===== config.mk =====
export PLATFORM = sky130hd
export DESIGN_NAME = pmbus_target
export DESIGN_NICKNAME = d
export VERILOG_FILES = /design/src/pkg/pmbus_target_pkg.sv /design/src/core/pmbus_target.sv
export VERILOG_INCLUDE_DIRS = /design/src /design/src/pkg
export SDC_FILE = /design/constraint.sdc
export NUM_CORES = 1
export LEC_CHECK = 0
export BUFFER_PORTS_ARGS = -buffer_cell sky130_fd_sc_hd__buf_2
export CAP_MARGIN = 20
export CORE_MARGIN = 8
export CORE_UTILIZATION = 55
export CTS_BUF_LIST = sky130_fd_sc_hd__clkbuf_16
export CTS_CLUSTER_DIAMETER = 30
export DETAILED_ROUTE_END_ITERATION = 7
export HOLD_SLACK_MARGIN = 0.06
export PLACE_DENSITY = 0.77
export SKIP_CTS_REPAIR_TIMING = 1
export SLEW_MARGIN = 20
export SYNTH_ARGS = -nofsm -noshare
export SYNTH_HDL_FRONTEND = slang
export SYNTH_SLANG_ARGS = --single-unit

===== constraint.sdc =====
create_clock -name ref_clk -period 5.5 [get_ports ref_clk]
set_clock_uncertainty 0.1 [all_clocks]
set_input_delay 0.825 -clock ref_clk [delete_from_list [all_inputs] [get_ports ref_clk]]
set_output_delay 0.825 -clock ref_clk [all_outputs]
set_load 0.02 [all_outputs]

===== src/pkg/pmbus_target_consts.svh =====
`ifndef PMBUS_TARGET_CONSTS_SVH
`define PMBUS_TARGET_CONSTS_SVH
// ==========================================================
// clock and timing
`define CLK_HZ 50000000
`define LOCKUP_MS 35
`define LOCKUP_CYC ((`CLK_HZ / 1000) * `LOCKUP_MS)
`define STRETCH_MS 25
`define STRETCH_CYC ((`CLK_HZ / 1000) * `STRETCH_MS)
`define SCL_STD_HZ 100000
`define SCL_FAST_HZ 400000
`define SCL_MIN_HZ 10000
// ==========================================================
// address, commands, limits
`define ADDR_HI4 4'hb
`define ADDR_BCAST 7'h00
`define CMD_OPERATION 8'h01
`define CMD_CLEAR_FAULTS 8'h03
`define CMD_STATUS_BYTE 8'h78
`define CMD_STATUS_WORD 8'h79
`define OP_ON 8'h80
`define BLOCK_MAX 8'h30
`define CRC_POLY 8'h07
`define CRC_INIT 8'h00
`define VOUT_EXP 5'h17
// ==========================================================
// status bit positions
`define ST_VOUT_OV 5
`define ST_IOUT_OC 4
`define ST_VIN_UV 3
`define ST_TEMP 2
`define ST_CML 1
`endif


===== src/pkg/pmbus_target_pkg.sv =====
package pmbus_target_pkg;
  // transaction phase, one-hot
  typedef enum logic [6:0] {
    PH_IDLE = 7'h01,
    PH_ADDR = 7'h02,
    PH_CMD = 7'h04,
    PH_WDATA = 7'h08,
    PH_RDATA = 7'h10,
    PH_ACK = 7'h20,
    PH_IGNORE = 7'h40
  } phase_t;
endpackage


===== src/core/pmbus_target.sv =====
`timescale 1ns/1ns
// Function
// - bus held low 35 ms aborts, releases
// - works at 100 and 400 kHz
// - commands run with or without PEC; 03 sent without PEC is not run
// - PEC is CRC-8, poly x8+x2+x+1
// - CRC covers every byte incl addresses
// - last data sender appends the CRC
// - alert idles high, latches low on change
// - persisting alarm re-asserts after clear
// - listed fault events assert the alert
// - status read, clear, recycle release alert
// - alert raised at first state change
// - bad command sets status and alert
// - unsupported read returns zero bytes
// - standard read: low, high, pec, nack
// - block format with count, max 48
// - linear: 5-bit exponent, 11-bit mantissa
// - output voltage uses fixed exponent -9
// - address 1011 plus three straps
// - stretch only after ack, max 25 ms; this block never stretches, scl_oe is held low
// - command 03 clears status and alert
`include "pmbus_target_consts.svh"
module pmbus_target
  import pmbus_target_pkg::*;
(
  input wire logic ref_clk,
  input wire logic arst_n,
  input wire logic scl_i,
  input wire logic sda_i,
  output logic sda_o,
  output logic sda_oe,
  output logic scl_o,
  output logic scl_oe,
  input wire logic target_addr_strap_bit2,
  input wire logic target_addr_strap_bit1,
  input wire logic target_addr_strap_bit0,
  input wire logic [7:0] fault_in,
  input wire logic remote_on_in,
  input wire logic [15:0] vout_rd,
  input wire logic [15:0] iout_rd,
  output logic alert_n,
  output logic main_on,
  output logic [15:0] vout_cmd,
  output logic setting_we
);
  // ==========================================================
  // crc-8 byte update, shared by rx and tx paths
  function automatic logic [7:0] crc8(input logic [7:0] c, input logic [7:0] d);
    logic [7:0] r;
    r = c ^ d;
    for (int i = 0; i < 8; i++) begin
      r = r[7] ? ((r << 1) ^ `CRC_POLY) : (r << 1);
    end
    return r;
  endfunction

  // ==========================================================
  // reset release and synchronisers
  logic [1:0] rst_sync_r;
  logic rst_n;
  always_ff @(posedge ref_clk or negedge arst_n) begin
    if (!arst_n) rst_sync_r <= 2'h0;
    else rst_sync_r <= {rst_sync_r[0], 1'b1};
  end
  assign rst_n = rst_sync_r[1];

  logic [1:0] scl_s_r, sda_s_r, ron_s_r; // two-stage pin synchronisers
  logic scl_q_r, sda_q_r, ron_q_r; // last synced value, for edges
  logic [7:0] flt_s1_r, flt_s2_r; // fault inputs, async to ref_clk
  always_ff @(posedge ref_clk or negedge rst_n) begin
    if (!rst_n) begin
      scl_s_r <= 2'h3;
      sda_s_r <= 2'h3;
      ron_s_r <= 2'h3;
      scl_q_r <= 1'b1;
      sda_q_r <= 1'b1;
      ron_q_r <= 1'b1;
      flt_s1_r <= 8'h00;
      flt_s2_r <= 8'h00;
    end else begin
      scl_s_r <= {scl_s_r[0], scl_i};
      sda_s_r <= {sda_s_r[0], sda_i};
      ron_s_r <= {ron_s_r[0], remote_on_in};
      scl_q_r <= scl_s_r[1];
      sda_q_r <= sda_s_r[1];
      ron_q_r <= ron_s_r[1];
      flt_s1_r <= fault_in;
      flt_s2_r <= flt_s1_r;
    end
  end
  logic scl, sda, scl_rise, scl_fall, start_c, stop_c;
  assign scl = scl_s_r[1];
  assign sda = sda_s_r[1];
  // edge detection works at both 100 and 400 kHz (sampling at 50 MHz)
  assign scl_rise = scl & ~scl_q_r;
  assign scl_fall = ~scl & scl_q_r;
  assign start_c = scl & scl_q_r & ~sda & sda_q_r;
  assign stop_c = scl & scl_q_r & sda & ~sda_q_r;

  // ==========================================================
  // protocol engine state
  phase_t ph_r, ph_nxt;
  logic [3:0] bit_r, bit_nxt; // bit count within byte
  logic [7:0] sh_r, sh_nxt; // shift register
  logic [7:0] cmd_r, cmd_nxt; // command code
  logic [7:0] crc_r, crc_nxt; // running pec
  logic [5:0] nrx_r, nrx_nxt; // data bytes received this frame
  logic [7:0] d0_r, d0_nxt, d1_r, d1_nxt, d2_r, d2_nxt; // last two rx bytes, and the crc before d0
  logic [7:0] d3_r, d3_nxt; // data byte before d1, so a pec frame keeps its low byte
  logic bad_cmd; // executed write of a command this block does not know
  logic [5:0] ntx_r, ntx_nxt; // bytes sent in read
  logic rd_r, rd_nxt; // current address phase was a read
  logic bcast_r, bcast_nxt; // broadcast addressed
  logic ackd_r, ackd_nxt; // acking a received byte (else host acks ours)
  logic sda_o_r, sda_o_nxt;
  logic [31:0] low_r, low_nxt; // lock-up low-time counter
  logic abort_r, abort_nxt; // lock-up abort seen, until next start
  // events to status logic
  logic ev_exec, ev_cml, ev_inv, ev_stread;
  logic [7:0] status_r, status_nxt;
  logic alert_r, alert_nxt;
  logic main_on_r, main_on_nxt, off_seen_r, off_seen_nxt;
  logic [15:0] vout_r, vout_nxt;
  logic we_r, we_nxt;
  logic [7:0] tx_byte;
  logic addr_hit;

  // address 1011 + straps, or broadcast for writes only
  assign addr_hit = (sh_nxt[7:1] == {`ADDR_HI4, target_addr_strap_bit2,
                     target_addr_strap_bit1, target_addr_strap_bit0})
                    || (sh_nxt[7:1] == `ADDR_BCAST);

  // ==========================================================
  // read data selection: low byte first, pec last
  always_comb begin
    tx_byte = 8'h00; // unsupported read returns zeros
    case (cmd_r)
      `CMD_STATUS_BYTE: tx_byte = (ntx_r == 6'h0) ? status_r : crc_r;
      `CMD_STATUS_WORD: tx_byte = (ntx_r == 6'h0) ? status_r :
                                  (ntx_r == 6'h1) ? {status_r[5], status_r[4],
                                  status_r[3], 5'h00} : crc_r;
      8'h8b: tx_byte = (ntx_r == 6'h0) ? vout_rd[7:0] :
                       (ntx_r == 6'h1) ? vout_rd[15:8] : crc_r;
      8'h8c: tx_byte = (ntx_r == 6'h0) ? iout_rd[7:0] :
                       (ntx_r == 6'h1) ? iout_rd[15:8] : crc_r;
      default: tx_byte = (ntx_r == 6'h2) ? crc_r : 8'h00;
    endcase
  end

  // ==========================================================
  // protocol next state
  always_comb begin
    ph_nxt = ph_r; bit_nxt = bit_r; sh_nxt = sh_r; cmd_nxt = cmd_r;
    crc_nxt = crc_r; nrx_nxt = nrx_r; d0_nxt = d0_r; d1_nxt = d1_r;
    d2_nxt = d2_r; ntx_nxt = ntx_r; rd_nxt = rd_r; bcast_nxt = bcast_r;
    d3_nxt = d3_r;
    ackd_nxt = ackd_r; sda_o_nxt = sda_o_r; abort_nxt = abort_r;
    ev_exec = 1'b0; ev_cml = 1'b0; ev_inv = 1'b0; ev_stread = 1'b0;
    // lock-up: either line low counts, released on both high
    low_nxt = (scl && sda) ? 32'h0 : low_r + 32'h1;
    if (low_r >= `LOCKUP_CYC) begin
      // drop the transaction, no execution, settings kept
      ph_nxt = PH_IGNORE; sda_o_nxt = 1'b0; abort_nxt = 1'b1;
      low_nxt = 32'h0;
    end else if (start_c) begin
      // repeated start keeps crc so the write address/command are covered
      ph_nxt = PH_ADDR; bit_nxt = 4'h0; sda_o_nxt = 1'b0; abort_nxt = 1'b0;
      if (ph_r == PH_IDLE || ph_r == PH_IGNORE) begin
        crc_nxt = `CRC_INIT; nrx_nxt = 6'h0;
      end
    end else if (stop_c) begin
      ph_nxt = PH_IDLE; sda_o_nxt = 1'b0;
      if (!rd_r && ph_r != PH_IGNORE && !abort_r && nrx_r != 6'h0) begin
        // a byte past 1 (OPERATION) or 2 data bytes is the pec and must match; none means accept
        ev_exec = 1'b1;
      end
    end else if (ph_r == PH_ADDR || ph_r == PH_CMD || ph_r == PH_WDATA) begin
      if (scl_rise) begin
        sh_nxt = {sh_r[6:0], sda};
        bit_nxt = bit_r + 4'h1;
        if (bit_r == 4'h7) begin
          if (ph_r == PH_ADDR) begin
            if (!addr_hit) ph_nxt = PH_IGNORE;
            else if (sh_nxt[0] && sh_nxt[7:1] == `ADDR_BCAST) begin
              ev_inv = 1'b1; ph_nxt = PH_IGNORE;
            end else begin
              rd_nxt = sh_nxt[0]; bcast_nxt = (sh_nxt[7:1] == `ADDR_BCAST);
              ackd_nxt = 1'b1; ph_nxt = PH_ACK; ntx_nxt = 6'h0;
              crc_nxt = crc8(crc_r, sh_nxt);
            end
          end else begin
            ackd_nxt = 1'b1; ph_nxt = PH_ACK;
            if (ph_r == PH_CMD) begin
              cmd_nxt = sh_nxt; crc_nxt = crc8(crc_r, sh_nxt);
            end else begin
              // keep previous crc in d2 to check a trailing pec byte
              d2_nxt = crc_r; d1_nxt = d0_r; d0_nxt = sh_nxt;
              d3_nxt = d1_r;
              crc_nxt = crc8(crc_r, sh_nxt);
              if (nrx_r != 6'h3f) nrx_nxt = nrx_r + 6'h1;
            end
          end
        end
      end
    end else if (ph_r == PH_RDATA) begin
      if (scl_fall) begin
        sda_o_nxt = ~sh_r[7]; // drive low when bit is zero
        sh_nxt = {sh_r[6:0], 1'b0};
        bit_nxt = bit_r + 4'h1;
        if (bit_r == 4'h8) begin
          sda_o_nxt = 1'b0; ackd_nxt = 1'b0; ph_nxt = PH_ACK;
        end
      end
    end else if (ph_r == PH_ACK) begin
      if (scl_fall && ackd_r) begin
        sda_o_nxt = 1'b1; // pull sda low for ack
      end else if (scl_fall) begin
        // release after ack; next phase
        sda_o_nxt = 1'b0; bit_nxt = 4'h0;
        if (rd_r) begin
          ph_nxt = PH_RDATA; sh_nxt = tx_byte; bit_nxt = 4'h1;
          sda_o_nxt = ~tx_byte[7];
          sh_nxt = {tx_byte[6:0], 1'b0};
          crc_nxt = crc8(crc_r, tx_byte);
          ntx_nxt = ntx_r + 6'h1;
          if (ntx_r == 6'h0 && cmd_r == `CMD_STATUS_BYTE) ev_stread = 1'b1;
          if (ntx_r == 6'h0 && cmd_r == `CMD_STATUS_WORD) ev_stread = 1'b1;
        end else begin
          ph_nxt = (cmd_r == cmd_r && nrx_r == 6'h0 && bit_r == 4'h9) ?
                   PH_WDATA : (ph_r == PH_ACK && ackd_r) ? PH_WDATA : PH_CMD;
        end
      end else if (scl_rise && !ackd_r && sda) begin
        ph_nxt = PH_IGNORE; // host nack ends read
      end
      if (scl_rise && ackd_r) begin
        ackd_nxt = 1'b1; bit_nxt = 4'h9;
      end
      if (scl_fall && ackd_r && bit_r == 4'h9) begin
        ackd_nxt = 1'b0; sda_o_nxt = 1'b0;
        if (!rd_r) ph_nxt = (sh_r == cmd_r && nrx_r == 6'h0 && bit_r == 4'h9
                             && ph_r == PH_ACK) ? PH_WDATA : PH_WDATA;
        if (!rd_r && nrx_r == 6'h0 && cmd_r != sh_r) ph_nxt = PH_CMD;
        bit_nxt = 4'h0;
        if (rd_r) begin
          ph_nxt = PH_RDATA; sh_nxt = {tx_byte[6:0], 1'b0}; bit_nxt = 4'h1;
          sda_o_nxt = ~tx_byte[7]; crc_nxt = crc8(crc_r, tx_byte);
          ntx_nxt = ntx_r + 6'h1;
          if (cmd_r == `CMD_STATUS_BYTE || cmd_r == `CMD_STATUS_WORD)
            ev_stread = 1'b1;
          // unknown read: zeros go out, but the host is told
          if (cmd_r != `CMD_STATUS_BYTE && cmd_r != `CMD_STATUS_WORD &&
              cmd_r != 8'h8b && cmd_r != 8'h8c) ev_inv = 1'b1;
        end
      end
    end
    // pec check at stop: d0 is the pec, d2 the crc before it
    if (ev_exec && nrx_r >= 6'h2 && nrx_r != 6'h1 && d0_r != d2_r &&
        nrx_r > ((cmd_r == `CMD_OPERATION) ? 6'h1 : 6'h2)) begin
      ev_exec = 1'b0; ev_cml = 1'b1;
    end
    if (nrx_r > `BLOCK_MAX + 6'h2) ev_inv = ev_inv | ev_exec;
  end

  // ==========================================================
  // command execution, status, alert next state
  always_comb begin
    status_nxt = status_r; alert_nxt = alert_r; main_on_nxt = main_on_r;
    off_seen_nxt = off_seen_r; vout_nxt = vout_r; we_nxt = 1'b0;
    bad_cmd = 1'b0;
    // release events first; a new event the same cycle wins
    if (ev_stread) alert_nxt = 1'b0;
    if (ev_exec && cmd_r == `CMD_CLEAR_FAULTS) begin
      status_nxt = 8'h00; alert_nxt = 1'b0;
    end
    if (ev_exec && cmd_r == `CMD_OPERATION) begin
      // with a pec the data byte sits in d1, else in d0
      main_on_nxt = (((nrx_r == 6'h1) ? d0_r : d1_r) == `OP_ON);
      if (!main_on_nxt) off_seen_nxt = 1'b1;
      else if (off_seen_r) begin off_seen_nxt = 1'b0; alert_nxt = 1'b0; end
    end
    if (ev_exec && cmd_r == 8'h21 && nrx_r >= 6'h2) begin
      vout_nxt = (nrx_r == 6'h2) ? {d0_r, d1_r} : {d1_r, d3_r};
      we_nxt = 1'b1;
    end
    if (ev_exec && cmd_r != `CMD_CLEAR_FAULTS && cmd_r != `CMD_OPERATION &&
        cmd_r != 8'h21) bad_cmd = 1'b1;
    if (!ron_q_r && ron_s_r[1]) alert_nxt = 1'b0; // remote pin recycle
    // persisting alarms reassert alert every cycle they are high, even after clear; only bits 0-3 also reassert status
    status_nxt = status_nxt | {2'h0, flt_s2_r[0], flt_s2_r[1], flt_s2_r[2],
                 flt_s2_r[3], 2'h0};
    if (|flt_s2_r || ev_cml || ev_inv || bad_cmd) alert_nxt = 1'b1;
    if (ev_cml || ev_inv || bad_cmd) status_nxt[`ST_CML] = 1'b1;
  end

  // ==========================================================
  // registers
  always_ff @(posedge ref_clk or negedge rst_n) begin
    if (!rst_n) begin
      ph_r <= PH_IDLE; bit_r <= 4'h0; sh_r <= 8'h00; cmd_r <= 8'h00;
      crc_r <= 8'h00; nrx_r <= 6'h0; d0_r <= 8'h00; d1_r <= 8'h00;
      d2_r <= 8'h00; ntx_r <= 6'h0; rd_r <= 1'b0; bcast_r <= 1'b0;
      ackd_r <= 1'b0; sda_o_r <= 1'b0; low_r <= 32'h0; abort_r <= 1'b0;
      status_r <= 8'h00; alert_r <= 1'b0; main_on_r <= 1'b1;
      off_seen_r <= 1'b0; vout_r <= 16'h0000; we_r <= 1'b0;
      d3_r <= 8'h00;
    end else begin
      ph_r <= ph_nxt; bit_r <= bit_nxt; sh_r <= sh_nxt; cmd_r <= cmd_nxt;
      crc_r <= crc_nxt; nrx_r <= nrx_nxt; d0_r <= d0_nxt; d1_r <= d1_nxt;
      d2_r <= d2_nxt; ntx_r <= ntx_nxt; rd_r <= rd_nxt; bcast_r <= bcast_nxt;
      ackd_r <= ackd_nxt; sda_o_r <= sda_o_nxt; low_r <= low_nxt;
      abort_r <= abort_nxt; status_r <= status_nxt; alert_r <= alert_nxt;
      main_on_r <= main_on_nxt; off_seen_r <= off_seen_nxt;
      vout_r <= vout_nxt; we_r <= we_nxt;
      d3_r <= d3_nxt;
    end
  end
  // open-drain: drive low only, never stretch the clock
  assign sda_o = 1'b0;
  assign sda_oe = sda_o_r;
  assign scl_o = 1'b0;
  assign scl_oe = 1'b0;
  assign alert_n = ~alert_r;
  assign main_on = main_on_r;
  assign vout_cmd = vout_r;
  assign setting_we = we_r;
endmodule


* Word level (Yosys, flattened, before mapping)
Index checks and enable logic that the tools add are counted.
W data, S select, Z words.
** Word-level totals
- Bits in registers :: 170
- Input port bits :: 48
- Output and inout bits :: 23
- Logic and storage cells :: 408
** Cells by class
- Add/sub/neg operators :: 4
- Order comparisons :: 4
- Eq/ne operators :: 66
- Mux-type cells :: 188
- Bitwise operators :: 40
- Reduce and logical (&&, ||, !) cells :: 74
** Operators by type and width (number)
- $mux W8 :: 39
- $mux W6 :: 22
- $mux W7 :: 18
- $mux W1 :: 73
- $mux W32 :: 2
- $mux W4 :: 14
- $mux W3 :: 16
- $not A3 Y3 :: 16
- $add A32 B1 Y32 const B :: 1
- $ge A32 B21 Y1 const B :: 1
- $pmux W8 S4 :: 1
- $logic_and A1 B1 Y1 :: 31
- $reduce_and A9 Y1 :: 3
- $eq A8 B8 Y1 const B :: 3
- $eq A8 B7 Y1 const B :: 2
- $mux W16 :: 1
- $ne A2 B2 Y1 const B :: 8
- $ne A4 B4 Y1 const B :: 4
- $ne A8 B7 Y1 const B :: 2
- $ne A8 B8 Y1 :: 2
- $ne A8 B8 Y1 const B :: 2
- $reduce_and A8 Y1 :: 2
- $xor A8 B8 Y8 :: 2
- $ne A3 B3 Y1 const B :: 5
- other kinds (57) :: 106

* Logic depth before layout (Yosys ltp)
Gate-level depths: netlist of the first run.
- Depth in word-level cells :: 31
- Mapped depth :: 15
- Gate-level depth less buffers :: 13

* Least setup slack after synthesis of the first run
No wires, ideal clock.
- Path type :: register -> register
- Start point :: register ntx_r[1]
- End point :: register crc_r[6]
- Arrival :: 3292 ps
- Slack :: 1983 ps
- Stages on the path, launching flop included :: 15
- Clock period less this slack :: 3517 ps
- Cells stage by stage :: dfrtp_1 > inv_1 > ha_1 > or3b_4 > o31ai_2 > nand3_1 > a222oi_1 > a211oi_1 > a221o_1 > nor3_2 > a41oi_1 > a21o_1 > buf_6 > nand2_2 > mux2_2
** RTL lines
- from (decl) :: line pmbus_target.sv:112 : logic [5:0] ntx_r, ntx_nxt;
- from (signal assigned) :: line pmbus_target.sv:310 : d2_r <= d2_nxt; ntx_r <= ntx_nxt; rd_r <= rd_nxt; bcast_r <= bcast_nxt;
- $eq A6 B1 Y1 :: line pmbus_target.sv:141, pmbus_target.sv:144, pmbus_target.sv:146
- $mux W8 (on tied branches) :: line pmbus_target.sv:146, pmbus_target.sv:141, pmbus_target.sv:144
- $mux W8 (on tied branches) :: line pmbus_target.sv:145, pmbus_target.sv:140, pmbus_target.sv:143
- $pmux W8 S4 * :: line pmbus_target.sv:138 : case (cmd_r)
- $mux W8 :: line pmbus_target.sv:221 : if (rd_r) begin
- $mux W8 :: line pmbus_target.sv:218 : end else if (scl_fall) begin
- $mux W8 :: line pmbus_target.sv:216 : if (scl_fall && ackd_r) begin
- $mux W8 :: line pmbus_target.sv:245 : if (rd_r) begin
- [4 not listed]
- $mux W8 * :: line pmbus_target.sv:172 : end else if (stop_c) begin
- $mux W8 * :: line pmbus_target.sv:166 : end else if (start_c) begin
- $mux W8 * :: line pmbus_target.sv:162 : if (low_r >= `LOCKUP_CYC) begin
- named net sh_nxt[6] :: line pmbus_target.sv:105 : logic [7:0] sh_r, sh_nxt;
- $eq A7 B7 Y1 / $logic_not A7 Y1 (equally long branches)
- $logic_or A1 B1 Y1 * :: line pmbus_target.sv:130 : assign addr_hit = (sh_nxt[7:1] == {`ADDR_HI4, target_addr_strap_bit2,
- $ne A4 B4 Y1 (no source line) *
- $reduce_and A9 Y1 (no source line) *
- to (signal assigned) :: line pmbus_target.sv:309 : crc_r <= crc_nxt; nrx_r <= nrx_nxt; d0_r <= d0_nxt; d1_r <= d1_nxt;
- to (decl) :: line pmbus_target.sv:107 : logic [7:0] crc_r, crc_nxt;
The timed path passes the listed nets; every way through them passes the cells marked *. The select of a mux whose other input is x is not followed.
A chain may end at the register's enable or synchronous reset.

* Final worst setup path of the first run
- Start point :: register ntx_r[0]
- End point :: register crc_r[6]
Same word-level chain as after synthesis.

==> results of run 1 <==
[power by group through the flow]
stage               Clock [W]  Sequential (W)  Combinational (W)
floorplan                   0         0.00129          0.0000283
CTS                   0.00121         0.00126          0.0000624
global route          0.00126         0.00127          0.0000704
global placement            0         0.00129          0.0000619
finish                0.00119         0.00126          0.0000627
detailed placement          0         0.00129          0.0000621
[state kept, by name, summed over array words and instances, names as in the netlist, 2 cells and up]
register and flops:
d1_r 8, sh_r 8, ron_s_r 2, low_r 32, d0_r 8, ntx_r 6, scl_s_r 2, vout_cmd 16
status_r 5, rst_sync_r 2, sda_s_r 2, bit_r 4, d2_r 8, d3_r 8, flt_s1_r 8, ph_r 7
flt_s2_r 8, nrx_r 6, crc_r 8, cmd_r 8
[worst max path at each step]
stage	start	end	depth (start not counted)
2_1_floorplan	rst_sync_r[1]	abort_r	0
3_3_place_gp	ntx_r[0]	crc_r[6]	13
3_5_place_dp	ntx_r[0]	crc_r[6]	13
4_1_cts	ntx_r[0]	crc_r[6]	13
5_1_grt	ntx_r[0]	crc_r[6]	13
6_report	ntx_r[0]	crc_r[6]	13
[layout make-up]
class | instances | area share (%)
well taps | 225 | 2.63
multi-input cells | 766 | 48.1
flip-flops and latches | 167 | 39.2
repair buffers | 75 | 3.72
clock inverters | 15 | 1.43
inverters | 27 | 0.947
clock buffers | 17 | 3.98
[layer usage]
metal / GRT usage (%) / part of all wire (%)
met1: 32.4 / 44
met2: 36.8 / 45
met3: 5.20 / 7.8
met4: 10.7 / 3.1
met5: 0 / 0
[worst max-delay path, delay by kind of cell (launching register included)]
kind            cells  cell delay, ns
flops               1            0.44
buf+inv             1            0.10
mux                 1            0.35
compound gates      5            1.69
fa+ha+maj           1            0.28
simple gates        5            1.38
[synth_stat cells, types with 4 or more instances]
| master | number | area (µm²) |
|---|---|---|
| a21oi_1 | 34 | 170 |
| and2_1 | 7 | 43.8 |
| mux2i_1 | 26 | 260 |
| nor4b_1 | 11 | 96.3 |
| nor2b_1 | 7 | 43.8 |
| dfrtp_1 | 156 | 3900 |
| nor2_1 | 66 | 248 |
| a22oi_1 | 6 | 45.0 |
| buf_4 | 5 | 37.5 |
| or2_2 | 5 | 31.3 |
| nor3_1 | 28 | 140 |
| a21o_1 | 14 | 105 |
| or4_1 | 5 | 37.5 |
| ha_1 | 15 | 188 |
| o31ai_1 | 5 | 37.5 |
| nand3_1 | 36 | 180 |
| nand2b_1 | 9 | 56.3 |
| o22ai_1 | 6 | 37.5 |
| mux2_2 | 40 | 450 |
| clkbuf_1 | 39 | 146 |
| a2bb2oi_1 | 4 | 35.0 |
| buf_2 | 7 | 35.0 |
| a31oi_1 | 13 | 81.3 |
| a32oi_1 | 4 | 35.0 |
| xor2_1 | 39 | 342 |
| o21a_1 | 5 | 37.5 |
| o21ai_1 | 6 | 30.0 |
| o21ai_0 | 66 | 330 |
| nor3b_1 | 6 | 45.0 |
| xnor2_1 | 33 | 289 |
| o211ai_1 | 7 | 52.6 |
| a22o_1 | 14 | 123 |
| nand4_1 | 10 | 62.6 |
| or3_1 | 10 | 62.6 |
| and3_1 | 10 | 62.6 |
| nand2_1 | 99 | 372 |
| nor4_1 | 17 | 106 |
| a221oi_1 | 4 | 35.0 |
| dfstp_2 | 11 | 289 |
| inv_1 | 27 | 101 |
| a211oi_1 | 11 | 82.6 |
[cells by family after synthesis]
family / Yosys count / share of synthesized area (%)
AOI/OAI and AO/OA: 243 / 17.2
xor gates and xnor gates: 72 / 6.54
adders and majority gates: 15 / 1.95
buffers and inverters: 82 / 3.63
DFF: 167 / 43.5
muxes: 66 / 7.37
other: 2 / 0.0779
and+or+nand+nor: 355 / 19.7
[metrics by stage]
| stage | area, µm² | setup slack, ns | utilization [%] |
|---|---|---|---|
| final | 10700 | 1.02 | 62.1 |
| after global routing | 10700 | 0.758 | 62.1 |
| after CTS | 10700 | 1.06 | 62.0 |
| after detailed placement | 10100 | 1.11 | 58.7 |
| after floorplan | 9690 | 0.421 | - |
| after global placement | 10100 | 1.05 | 58.7 |
==> report_table.html, run 1 <==
<table>
<tr><th>Metric</th><th>Value</th></tr>
<tr><th colspan="2">Critical path</th></tr>
<tr><td>Type of the setup path with the least slack</td><td>reg -&gt; reg</td></tr>
<tr><td>Flop2flop setup slack</td><td>1.02 ns</td></tr>
<tr><td>Worst flop-to-flop path endpoint</td><td>crc_r[6]</td></tr>
<tr><td>Data arrival time at the worst-slack endpoint</td><td>4.69 ns</td></tr>
<tr><td>Delay of the slowest cell on the worst path</td><td>0.54 ns</td></tr>
<tr><td>Kind of end point of the critical path</td><td>flop</td></tr>
<tr><td>Critical-path cell list</td><td>inv_1, ha_1, nor2b_1, nand2_1, o21a_1, a222oi_1, a211oi_1, a221o_1, nor3_1, nand4_1, a21o_1, nand2_2, mux2_2</td></tr>
<tr><td>Top fanout value on the critical path</td><td>12</td></tr>
<tr><td>Cell type of the slowest stage on the worst timing path</td><td>a222oi_1</td></tr>
<tr><td>Launching point of the worst reg2reg path</td><td>ntx_r[0]</td></tr>
<tr><td>Crit path required time</td><td>5.71 ns</td></tr>
<tr><td>Nature of the critical path startpoint</td><td>flop</td></tr>
<tr><td>Worst R2R Path Depth</td><td>13</td></tr>
<tr><th colspan="2">Floorplan</th></tr>
<tr><td>Die outline area</td><td>0.0220 mm²</td></tr>
<tr><td>Total core area</td><td>0.0172 mm²</td></tr>
<tr><td>Std cell rows</td><td>48</td></tr>
<tr><td>Floorplan die width</td><td>148 µm</td></tr>
<tr><td>I/O pin total</td><td>71</td></tr>
<tr><td>Floorplan die height</td><td>148 µm</td></tr>
<tr><td>Starting density of the core</td><td>55.9%</td></tr>
<tr><th colspan="2">Power and ir drop</th></tr>
<tr><td>Switching part of the total power</td><td>22.8%</td></tr>
<tr><td>Proportion of power drawn by the clock network</td><td>47.2%</td></tr>
<tr><td>VDD IR-drop max</td><td>206 µV</td></tr>
<tr><td>Sequential share of power</td><td>50.3%</td></tr>
<tr><td>Static leakage power</td><td>4.64 nW</td></tr>
<tr><td>Internal power</td><td>0.00194 W</td></tr>
<tr><td>Logic gate share of total power</td><td>2.5%</td></tr>
<tr><td>Net switching component of the power</td><td>0.000574 W</td></tr>
<tr><td>Pwr dens</td><td>235 mW/mm²</td></tr>
<tr><td>Design Power</td><td>0.00252 W</td></tr>
<tr><th colspan="2">Timing</th></tr>
<tr><td>Max-slew headroom</td><td>34.2%</td></tr>
<tr><td>Count of endpoints failing hold in the final timing report</td><td>0</td></tr>
<tr><td>Worst hold slack across all endpoints</td><td>0.247 ns</td></tr>
<tr><td>Final setup violation count</td><td>0</td></tr>
<tr><td>Final slew viol count</td><td>0</td></tr>
<tr><td>Min Tclk post-route</td><td>4.48 ns</td></tr>
<tr><td>Final period util</td><td>81.5%</td></tr>
<tr><td>Measured slew at the worst slew-check pin</td><td>0.984 ns</td></tr>
<tr><td>Unrepaired setup endpoints after global routing</td><td>no</td></tr>
<tr><td>Maximum frequency from static timing analysis</td><td>223 MHz</td></tr>
<tr><td>TNS Setup</td><td>0 ns</td></tr>
<tr><th colspan="2">Route</th></tr>
<tr><td>Router iterations before antenna repair</td><td>5</td></tr>
<tr><td>Detailed Route Iter0 Violations</td><td>885</td></tr>
<tr><td>Count of vias placed by the detailed router</td><td>8,019</td></tr>
<tr><td>Post-DR wirelength/cell</td><td>20.0 µm</td></tr>
<tr><td>Post-route antenna net violation count</td><td>0</td></tr>
<tr><td>DRC violations left</td><td>0</td></tr>
<tr><td>Sum of routed wire length over all layers</td><td>25.8 mm</td></tr>
<tr><td>Average vias per placed instance</td><td>6.21</td></tr>
<tr><th colspan="2">Cells and area</th></tr>
<tr><td>Final cell count without fillers</td><td>1,292</td></tr>
<tr><td>Final layout net count</td><td>1,117</td></tr>
<tr><td>Layout cell share with drive strength beyond 1</td><td>17.2%</td></tr>
<tr><td>Commonest cells after routing, fill and taps aside</td><td>155 x dfrtp_1, 99 x nand2_1, 67 x buf_2, 66 x o21ai_0, 65 x nor2_1</td></tr>
<tr><td>Filler Cells Inserted</td><td>1,440</td></tr>
<tr><td>Number of inserted diodes</td><td>0</td></tr>
<tr><td>Commonest non-fill, non-tap cell in the layout</td><td>dfrtp_1</td></tr>
<tr><td>Synth-to-Final Area Change</td><td>11.0%</td></tr>
<tr><td>Sequential cell area</td><td>0.00420 mm²</td></tr>
<tr><td>Area of the multi-input gates</td><td>0.00515 mm²</td></tr>
<tr><th colspan="2">Min path</th></tr>
<tr><td>Number of cells traversed by the worst hold path</td><td>0</td></tr>
<tr><td>Hold path endpoint</td><td>flt_s2_r[7]</td></tr>
<tr><td>Hold Startpoint</td><td>flt_s1_r[7]</td></tr>
<tr><td>Hold/Removal Path Class</td><td>reg -&gt; reg</td></tr>
<tr><th colspan="2">GRT</th></tr>
<tr><td>Wire length of the first global-routing pass</td><td>41.9 mm</td></tr>
<tr><td>Largest net degree at the start of global routing</td><td>61</td></tr>
<tr><td>GRT Util Overall</td><td>24.1%</td></tr>
<tr><td>Leftover overflow at the end of global routing</td><td>0</td></tr>
<tr><td>Number of antenna violations at the first check in global routing</td><td>0</td></tr>
<tr><td>Via count of the first global-routing pass</td><td>7,796</td></tr>
<tr><th colspan="2">Clock tree</th></tr>
<tr><td>Clock H-tree levels</td><td>4</td></tr>
<tr><td>Root cell of the clock tree</td><td>clkbuf_16</td></tr>
<tr><td>CTS tree</td><td>done</td></tr>
<tr><td>CTS sink count</td><td>167</td></tr>
<tr><td>Number of buffers added by the clock tree synthesis step</td><td>17</td></tr>
<tr><td>Clock insertion delay at the later pin of the skew report</td><td>0.43 ns</td></tr>
<tr><td>Clock Tree Buf Depth</td><td>2</td></tr>
<tr><td>Clock-pin slew of the registers on the worst-case setup and hold paths</td><td>0.07 ns</td></tr>
<tr><th colspan="2">Synth</th></tr>
<tr><td>Number of enable-type register cells in the synthesized netlist</td><td>0</td></tr>
<tr><td>Warnings from Yosys</td><td>0</td></tr>
<tr><td>Number of cells produced by synthesis</td><td>1,002</td></tr>
<tr><td>Share of synthesized area occupied by flip-flops and latches</td><td>43.5%</td></tr>
<tr><td>Async set-reset flop share out of synthesis</td><td>100%</td></tr>
<tr><td>Most used flip-flop cell after synthesis</td><td>dfrtp_1</td></tr>
<tr><td>Post-Syn Area</td><td>0.00964 mm²</td></tr>
<tr><td>Average instance area after synthesis</td><td>9.62 µm²</td></tr>
<tr><td>Distinct cell type count after synthesis</td><td>92</td></tr>
<tr><td>Number of register bits inferred by synthesis</td><td>167</td></tr>
<tr><th colspan="2">Placement</th></tr>
<tr><td>Number of I/O port buffers</td><td>67</td></tr>
<tr><td>Weighted congestion at the end of routability-driven global placement</td><td>0.980</td></tr>
<tr><td>Sum of net half-perimeters after detailed placement</td><td>18.7 mm</td></tr>
<tr><td>Cells after DPL</td><td>1,259</td></tr>
<tr><th colspan="2">Run status</th></tr>
<tr><td>Status</td><td>completed</td></tr>
<tr><th colspan="2">Flow run</th></tr>
<tr><td>Number of violations of the max-capacitance limit</td><td>0</td></tr>
</table>
Note: power is estimated with default switching activity, not from simulation.
==> inputs of run 2 (changes only) <==
- CORE_UTILIZATION: 55 -> 60
- PLACE_DENSITY: 0.77 -> 0.79
- clock period: 5.5 -> 4.4 ns (I/O delays scaled with it)
==> report_table.html, run 2 (synthesis results as in run 1) <==
<table>
<tr><th>Metric</th><th>Value</th></tr>
<tr><th colspan="2">Route</th></tr>
<tr><td>Average vias per placed instance</td><td>6.34</td></tr>
<tr><td>DRC violations left</td><td>0</td></tr>
<tr><td>Count of vias placed by the detailed router</td><td>8,236</td></tr>
<tr><td>Detailed Route Iter0 Violations</td><td>884</td></tr>
<tr><td>Post-DR wirelength/cell</td><td>20.2 µm</td></tr>
<tr><td>Sum of routed wire length over all layers</td><td>26.3 mm</td></tr>
<tr><td>Post-route antenna net violation count</td><td>0</td></tr>
<tr><td>Router iterations before antenna repair</td><td>5</td></tr>
<tr><th colspan="2">Critical path</th></tr>
<tr><td>Kind of end point of the critical path</td><td>flop</td></tr>
<tr><td>Cell type of the slowest stage on the worst timing path</td><td>dfrtp_1</td></tr>
<tr><td>Largest delay share family, worst path</td><td>compound AO/OA/AOI/OAI gates</td></tr>
<tr><td>Worst R2R Path Depth</td><td>14</td></tr>
<tr><td>Type of the setup path with the least slack</td><td>reg -&gt; reg</td></tr>
<tr><td>Number of buffer and inverter instances along the worst setup path</td><td>2</td></tr>
<tr><td>Launching point of the worst reg2reg path</td><td>ntx_r[0]</td></tr>
<tr><td>Crit path required time</td><td>4.61 ns</td></tr>
<tr><td>Worst flop-to-flop path endpoint</td><td>crc_r[6]</td></tr>
<tr><td>Delay of the slowest cell on the worst path</td><td>0.44 ns</td></tr>
<tr><td>Data arrival time at the worst-slack endpoint</td><td>4.38 ns</td></tr>
<tr><td>Nature of the critical path startpoint</td><td>flop</td></tr>
<tr><td>Flop2flop setup slack</td><td>0.23 ns</td></tr>
<tr><td>Top fanout value on the critical path</td><td>10</td></tr>
<tr><td>Critical-path cell list</td><td>inv_1, ha_1, nor2b_2, nand2_1, buf_4, o21a_1, a211oi_1, a211oi_1, nor3_1, o21a_1, a41oi_1, a21o_1, nand2_2, mux2_2</td></tr>
<tr><th colspan="2">Placement</th></tr>
<tr><td>Weighted congestion at the end of routability-driven global placement</td><td>1.02</td></tr>
<tr><td>Number of I/O port buffers</td><td>67</td></tr>
<tr><td>Post-place setup slack</td><td>0.282 ns</td></tr>
<tr><td>Sum of net half-perimeters after detailed placement</td><td>18.9 mm</td></tr>
<tr><th colspan="2">Timing</th></tr>
<tr><td>Final period util</td><td>94.7%</td></tr>
<tr><td>Final slew viol count</td><td>0</td></tr>
<tr><td>Min Tclk post-route</td><td>4.17 ns</td></tr>
<tr><td>Maximum frequency from static timing analysis</td><td>240 MHz</td></tr>
<tr><td>Max-slew headroom</td><td>34.6%</td></tr>
<tr><td>Worst hold slack across all endpoints</td><td>0.217 ns</td></tr>
<tr><td>Unrepaired setup endpoints after global routing</td><td>no</td></tr>
<tr><td>Measured slew at the worst slew-check pin</td><td>0.978 ns</td></tr>
<tr><td>Post-route worst setup slack</td><td>0.233 ns</td></tr>
<tr><td>Final setup violation count</td><td>0</td></tr>
<tr><td>Count of endpoints failing hold in the final timing report</td><td>0</td></tr>
<tr><td>TNS Setup</td><td>0 ns</td></tr>
<tr><th colspan="2">Run status</th></tr>
<tr><td>Status</td><td>completed</td></tr>
<tr><th colspan="2">Floorplan</th></tr>
<tr><td>Total core area</td><td>0.0158 mm²</td></tr>
<tr><td>Floorplan die height</td><td>143 µm</td></tr>
<tr><td>Std cell rows</td><td>46</td></tr>
<tr><td>I/O pin total</td><td>71</td></tr>
<tr><td>Starting density of the core</td><td>61.1%</td></tr>
<tr><td>Die outline area</td><td>0.0204 mm²</td></tr>
<tr><td>Floorplan die width</td><td>143 µm</td></tr>
<tr><th colspan="2">GRT</th></tr>
<tr><td>Via count of the first global-routing pass</td><td>8,111</td></tr>
<tr><td>Largest net degree at the start of global routing</td><td>74</td></tr>
<tr><td>GR Layer Usage met2</td><td>41.8%</td></tr>
<tr><td>Fraction of met3 tracks used by global routing</td><td>6.28%</td></tr>
<tr><td>Layer with the highest usage</td><td>met2</td></tr>
<tr><td>Wire length of the first global-routing pass</td><td>42.5 mm</td></tr>
<tr><td>Number of antenna violations at the first check in global routing</td><td>0</td></tr>
<tr><td>Leftover overflow at the end of global routing</td><td>0</td></tr>
<tr><td>GRT Util Overall</td><td>26.7%</td></tr>
<tr><td>GR Util met1</td><td>34.7%</td></tr>
<tr><th colspan="2">Clock tree</th></tr>
<tr><td>Clock insertion delay at the later pin of the skew report</td><td>0.43 ns</td></tr>
<tr><td>Clock Tree Buf Depth</td><td>2</td></tr>
<tr><td>CTS sink count</td><td>167</td></tr>
<tr><td>Clock-pin slew of the registers on the worst-case setup and hold paths</td><td>0.07 ns</td></tr>
<tr><td>CTS tree</td><td>done</td></tr>
<tr><td>Clock H-tree levels</td><td>4</td></tr>
<tr><td>Number of buffers added by the clock tree synthesis step</td><td>17</td></tr>
<tr><td>Root cell of the clock tree</td><td>clkbuf_16</td></tr>
<tr><th colspan="2">Cells and area</th></tr>
<tr><td>Commonest cells after routing, fill and taps aside</td><td>155 x dfrtp_1, 99 x nand2_1, 67 x buf_2, 66 x o21ai_0, 65 x nor2_1</td></tr>
<tr><td>Biggest register</td><td>low_r</td></tr>
<tr><td>Commonest non-fill, non-tap cell in the layout</td><td>dfrtp_1</td></tr>
<tr><td>Synth-to-Final Area Change</td><td>12.7%</td></tr>
<tr><td>Number of inserted diodes</td><td>0</td></tr>
<tr><td>Final layout net count</td><td>1,134</td></tr>
<tr><td>Layout cell share with drive strength beyond 1</td><td>18.6%</td></tr>
<tr><td>Number of flip-flops in the largest register</td><td>32</td></tr>
<tr><th colspan="2">Min path</th></tr>
<tr><td>Hold/Removal Path Class</td><td>in -&gt; reg</td></tr>
<tr><td>Hold path endpoint</td><td>sda_s_r[0]</td></tr>
<tr><td>Hold Startpoint</td><td>sda_i</td></tr>
<tr><td>Number of cells traversed by the worst hold path</td><td>1</td></tr>
<tr><th colspan="2">Flow run</th></tr>
<tr><td>Number of violations of the max-capacitance limit</td><td>0</td></tr>
<tr><th colspan="2">Power and ir drop</th></tr>
<tr><td>Pwr dens</td><td>298 mW/mm²</td></tr>
<tr><td>Static leakage power</td><td>4.73 nW</td></tr>
<tr><td>VDD IR-drop max</td><td>245 µV</td></tr>
</table>
run 2: cell types whose count changed in the layout (fill, tap and decap cells not counted):
cell,delta
buf_4,+17
clkinv_2,-2
bufinv_16,+1
clkinv_1,-1
inv_6,-2
nor2b_1,-1
clkinvlp_4,+1
clkinv_8,+1
inv_8,+2
nor2b_2,+1
run 2: power by group:
group / switching [W] / internal [W]
Combinational: 0.0000488 / 0.0000326
Clock: 0.000666 / 0.000910
Sequential: 0.0000268 / 0.00156
Total: 0.000742 / 0.00250
run 2: final cells by class:
cell class,count,area [µm²]
clock buffers,17,425
clock inverters,15,198
fillers,1250,4900
inverters,27,101
multi-input cells,766,5150
flip-flops and latches,167,4200
well taps,216,270
repair buffers,92,526
run 2: worst max-delay path by stage:
stage	startpoint	endpoint	slack, ns	depth (start not counted)
after CTS	ntx_r[0]	crc_r[6]	0.24	14
after detailed placement	ntx_r[0]	crc_r[6]	0.28	14
after floorplan	ntx_r[1]	crc_r[6]	0.88	14
after global placement	ntx_r[0]	crc_r[6]	0.43	14
after global routing	ntx_r[1]	crc_r[6]	0.03	13
final	ntx_r[0]	crc_r[6]	0.23	14
run 2: worst reg2reg max path, stage by stage (launching register included):
cell      delay, ns
dfrtp_1        0.44
inv_1          0.11
ha_1           0.29
nor2b_2        0.29
nand2_1        0.19
buf_4          0.22
o21a_1         0.18
a211oi_1       0.44
a211oi_1       0.18
nor3_1         0.38
o21a_1         0.21
a41oi_1        0.16
a21o_1         0.33
nand2_2        0.19
mux2_2         0.34
run 2: layer usage:
metal  vias to the layer above  wire length (µm)
met5                         -                 0
met3                        89              2350
li1                       3785                 -
met2                       446             11800
met1                      3916             11000
met4                         0              1050
run 2: metrics by stage:
| stage | power, W | util, % | std cells | area (µm²) |
|---|---|---|---|---|
| after floorplan | 0.00165 | - | 1015 | 9690 |
| after global placement | 0.00169 | 64.9 | 1267 | 10200 |
| after detailed placement | 0.00169 | 64.9 | 1267 | 10200 |
| after CTS | 0.00326 | 68.8 | 1299 | 10900 |
| after global routing | 0.00334 | 68.9 | 1300 | 10900 |
| final | 0.00324 | 68.9 | 1300 | 10900 |
==> inputs of run 3 (changes only) <==
- RECOVER_POWER: not set -> 25
==> report_table.html, run 3 (synthesis results as in run 1) <==
<table>
<tr><th>Metric</th><th>Value</th></tr>
<tr><th colspan="2">Cells and area</th></tr>
<tr><td>Sequential cell area</td><td>0.00419 mm²</td></tr>
<tr><td>Layout cell share with drive strength beyond 1</td><td>18.2%</td></tr>
<tr><td>Number of flip-flops in the largest register</td><td>32</td></tr>
<tr><td>Number of inserted diodes</td><td>0</td></tr>
<tr><td>Area of the multi-input gates</td><td>0.00515 mm²</td></tr>
<tr><td>Biggest register</td><td>low_r</td></tr>
<tr><td>Final layout net count</td><td>1,134</td></tr>
<tr><td>Commonest non-fill, non-tap cell in the layout</td><td>dfrtp_1</td></tr>
<tr><td>Synth-to-Final Area Change</td><td>12.7%</td></tr>
<tr><td>Commonest cells after routing, fill and taps aside</td><td>156 x dfrtp_1, 99 x nand2_1, 66 x o21ai_0, 66 x buf_2, 65 x nor2_1</td></tr>
<tr><td>Filler Cells Inserted</td><td>1,253</td></tr>
<tr><th colspan="2">GRT</th></tr>
<tr><td>GR Util met1</td><td>34.7%</td></tr>
<tr><td>Fraction of met3 tracks used by global routing</td><td>6.28%</td></tr>
<tr><td>Via count of the first global-routing pass</td><td>8,111</td></tr>
<tr><td>Largest net degree at the start of global routing</td><td>74</td></tr>
<tr><td>GR Layer Usage met2</td><td>41.8%</td></tr>
<tr><td>Leftover overflow at the end of global routing</td><td>0</td></tr>
<tr><td>GRT Util Overall</td><td>26.7%</td></tr>
<tr><td>Number of antenna violations at the first check in global routing</td><td>0</td></tr>
<tr><td>Wire length of the first global-routing pass</td><td>42.5 mm</td></tr>
<tr><td>Layer with the highest usage</td><td>met2</td></tr>
<tr><th colspan="2">Timing</th></tr>
<tr><td>Final slew viol count</td><td>74</td></tr>
<tr><td>Count of endpoints failing hold in the final timing report</td><td>0</td></tr>
<tr><td>Measured slew at the worst slew-check pin</td><td>2.93 ns</td></tr>
<tr><td>Post-route worst setup slack</td><td>0.235 ns</td></tr>
<tr><td>Max-slew headroom</td><td>-95.6%</td></tr>
<tr><td>Unrepaired setup endpoints after global routing</td><td>no</td></tr>
<tr><td>Final period util</td><td>94.7%</td></tr>
<tr><td>Min Tclk post-route</td><td>4.17 ns</td></tr>
<tr><td>TNS Setup</td><td>0 ns</td></tr>
<tr><td>Final setup violation count</td><td>0</td></tr>
<tr><td>Maximum frequency from static timing analysis</td><td>240 MHz</td></tr>
<tr><th colspan="2">Critical path</th></tr>
<tr><td>Timing endpoint of the critical path</td><td>crc_r[6]</td></tr>
<tr><td>Data arrival time at the worst-slack endpoint</td><td>4.38 ns</td></tr>
<tr><td>Nature of the critical path startpoint</td><td>flop</td></tr>
<tr><td>Crit path required time</td><td>4.61 ns</td></tr>
<tr><td>CP startpoint</td><td>ntx_r[0]</td></tr>
<tr><td>Worst flop-to-flop path endpoint</td><td>crc_r[6]</td></tr>
<tr><td>Top fanout value on the critical path</td><td>10</td></tr>
<tr><td>Flop2flop setup slack</td><td>0.23 ns</td></tr>
<tr><td>Type of the setup path with the least slack</td><td>reg -&gt; reg</td></tr>
<tr><td>Kind of end point of the critical path</td><td>flop</td></tr>
<tr><td>Worst R2R Path Depth</td><td>14</td></tr>
<tr><td>Launching point of the worst reg2reg path</td><td>ntx_r[0]</td></tr>
<tr><th colspan="2">Power and ir drop</th></tr>
<tr><td>Logic gate share of total power</td><td>2.5%</td></tr>
<tr><td>Switching part of the total power</td><td>22.9%</td></tr>
<tr><td>Static leakage power</td><td>4.73 nW</td></tr>
<tr><td>Sequential share of power</td><td>48.8%</td></tr>
<tr><td>Internal power</td><td>0.00250 W</td></tr>
<tr><td>Net switching component of the power</td><td>0.000744 W</td></tr>
<tr><td>Proportion of power drawn by the clock network</td><td>48.7%</td></tr>
<tr><td>Pwr dens</td><td>299 mW/mm²</td></tr>
<tr><td>VDD IR-drop max</td><td>245 µV</td></tr>
<tr><td>Design Power</td><td>0.00324 W</td></tr>
<tr><th colspan="2">Flow run</th></tr>
<tr><td>Number of violations of the max-capacitance limit</td><td>1</td></tr>
<tr><th colspan="2">Floorplan</th></tr>
<tr><td>Total core area</td><td>0.0158 mm²</td></tr>
<tr><td>Starting density of the core</td><td>61.1%</td></tr>
<tr><td>Floorplan die height</td><td>143 µm</td></tr>
<tr><td>Die outline area</td><td>0.0204 mm²</td></tr>
<tr><td>I/O pin total</td><td>71</td></tr>
<tr><td>Std cell rows</td><td>46</td></tr>
<tr><td>Floorplan die width</td><td>143 µm</td></tr>
<tr><th colspan="2">Route</th></tr>
<tr><td>Router iterations before antenna repair</td><td>7</td></tr>
<tr><td>Post-DR wirelength/cell</td><td>20.3 µm</td></tr>
<tr><td>Post-route antenna net violation count</td><td>0</td></tr>
<tr><td>Average vias per placed instance</td><td>6.32</td></tr>
<tr><td>DRC violations left</td><td>0</td></tr>
<tr><td>Detailed Route Iter0 Violations</td><td>884</td></tr>
<tr><td>Count of vias placed by the detailed router</td><td>8,218</td></tr>
<tr><td>Sum of routed wire length over all layers</td><td>26.4 mm</td></tr>
<tr><th colspan="2">Min path</th></tr>
<tr><td>Hold/Removal Path Class</td><td>in -&gt; reg</td></tr>
<tr><th colspan="2">Placement</th></tr>
<tr><td>Sum of net half-perimeters after detailed placement</td><td>18.9 mm</td></tr>
<tr><td>Number of I/O port buffers</td><td>67</td></tr>
<tr><td>Weighted congestion at the end of routability-driven global placement</td><td>1.02</td></tr>
<tr><td>Post-place setup slack</td><td>0.282 ns</td></tr>
<tr><th colspan="2">Clock tree</th></tr>
<tr><td>CTS sink count</td><td>167</td></tr>
<tr><td>Clock insertion delay at the later pin of the skew report</td><td>0.43 ns</td></tr>
<tr><td>CTS tree</td><td>done</td></tr>
<tr><td>Clock-pin slew of the registers on the worst-case setup and hold paths</td><td>0.07 ns</td></tr>
<tr><td>Number of buffers added by the clock tree synthesis step</td><td>17</td></tr>
<tr><td>Clock Tree Buf Depth</td><td>2</td></tr>
<tr><td>Root cell of the clock tree</td><td>clkbuf_16</td></tr>
<tr><td>Clock H-tree levels</td><td>4</td></tr>
<tr><th colspan="2">Run status</th></tr>
<tr><td>Status</td><td>finished with violations</td></tr>
<tr><td>Violated checks</td><td>max-capacitance violations, max-slew violations</td></tr>
</table>
[run 3: worst min path at each step]
stage	end	from	depth (start not counted)	slack [ns]
finish	sda_s_r[0]	sda_i	1	0.22
floorplan	rst_sync_r[1]	rst_sync_r[0]	0	0.23
global route	sda_s_r[0]	sda_i	1	0.20
CTS	rst_sync_r[1]	arst_n	1	-0.11
global placement	flt_s2_r[1]	flt_s1_r[1]	0	0.23
detailed placement	flt_s2_r[4]	flt_s1_r[4]	0	0.24
[run 3: worst max-delay path, cell delays in order (launching register included)]
cell and delay (ns):
dfrtp_1 0.44, inv_1 0.11, ha_1 0.29, nor2b_2 0.29, nand2_1 0.19, buf_4 0.22
o21a_1 0.17, a211oi_1 0.43, a211oi_1 0.18, nor3_1 0.38, o21a_1 0.20, a41oi_1 0.15
a21o_1 0.34, nand2_2 0.19, mux2_2 0.34
[run 3: stage by stage]
| stage | instance area (µm²) | utilization [%] | cells | hold WS, ns |
|---|---|---|---|---|
| floorplan | 9690 | - | 1015 | 0.231 |
| global placement | 10200 | 64.9 | 1267 | 0.232 |
| detailed placement | 10200 | 64.9 | 1267 | 0.236 |
| CTS | 10900 | 68.8 | 1299 | -0.112 |
| global route | 10900 | 68.9 | 1300 | 0.203 |
| finish | 10900 | 68.9 | 1300 | 0.217 |
[run 3: metal layers]
layer	share of wire [%]	up-vias
met5	0	-
met4	3.7	0
met3	8.6	72
met2	45	429
met1	43	3933
li1	-	3784
[run 3: power groups by stage]
stage	clock network [W]	logic [W]	registers [W]
2_1_floorplan	0	0.0000353	0.00161
3_3_place_gp	0	0.0000794	0.00161
3_5_place_dp	0	0.0000798	0.00161
4_1_cts	0.00160	0.0000803	0.00158
5_1_grt	0.00166	0.0000905	0.00159
6_report	0.00158	0.0000819	0.00158
[run 3: cell type report]
type	instances	share of cell area [%]
sequential	167	38.6
timing repair buffer	92	4.83
clock buffer	17	3.92
clock inverter	15	1.82
tap	216	2.49
inverter	27	0.933
multi-input combinational	766	47.4
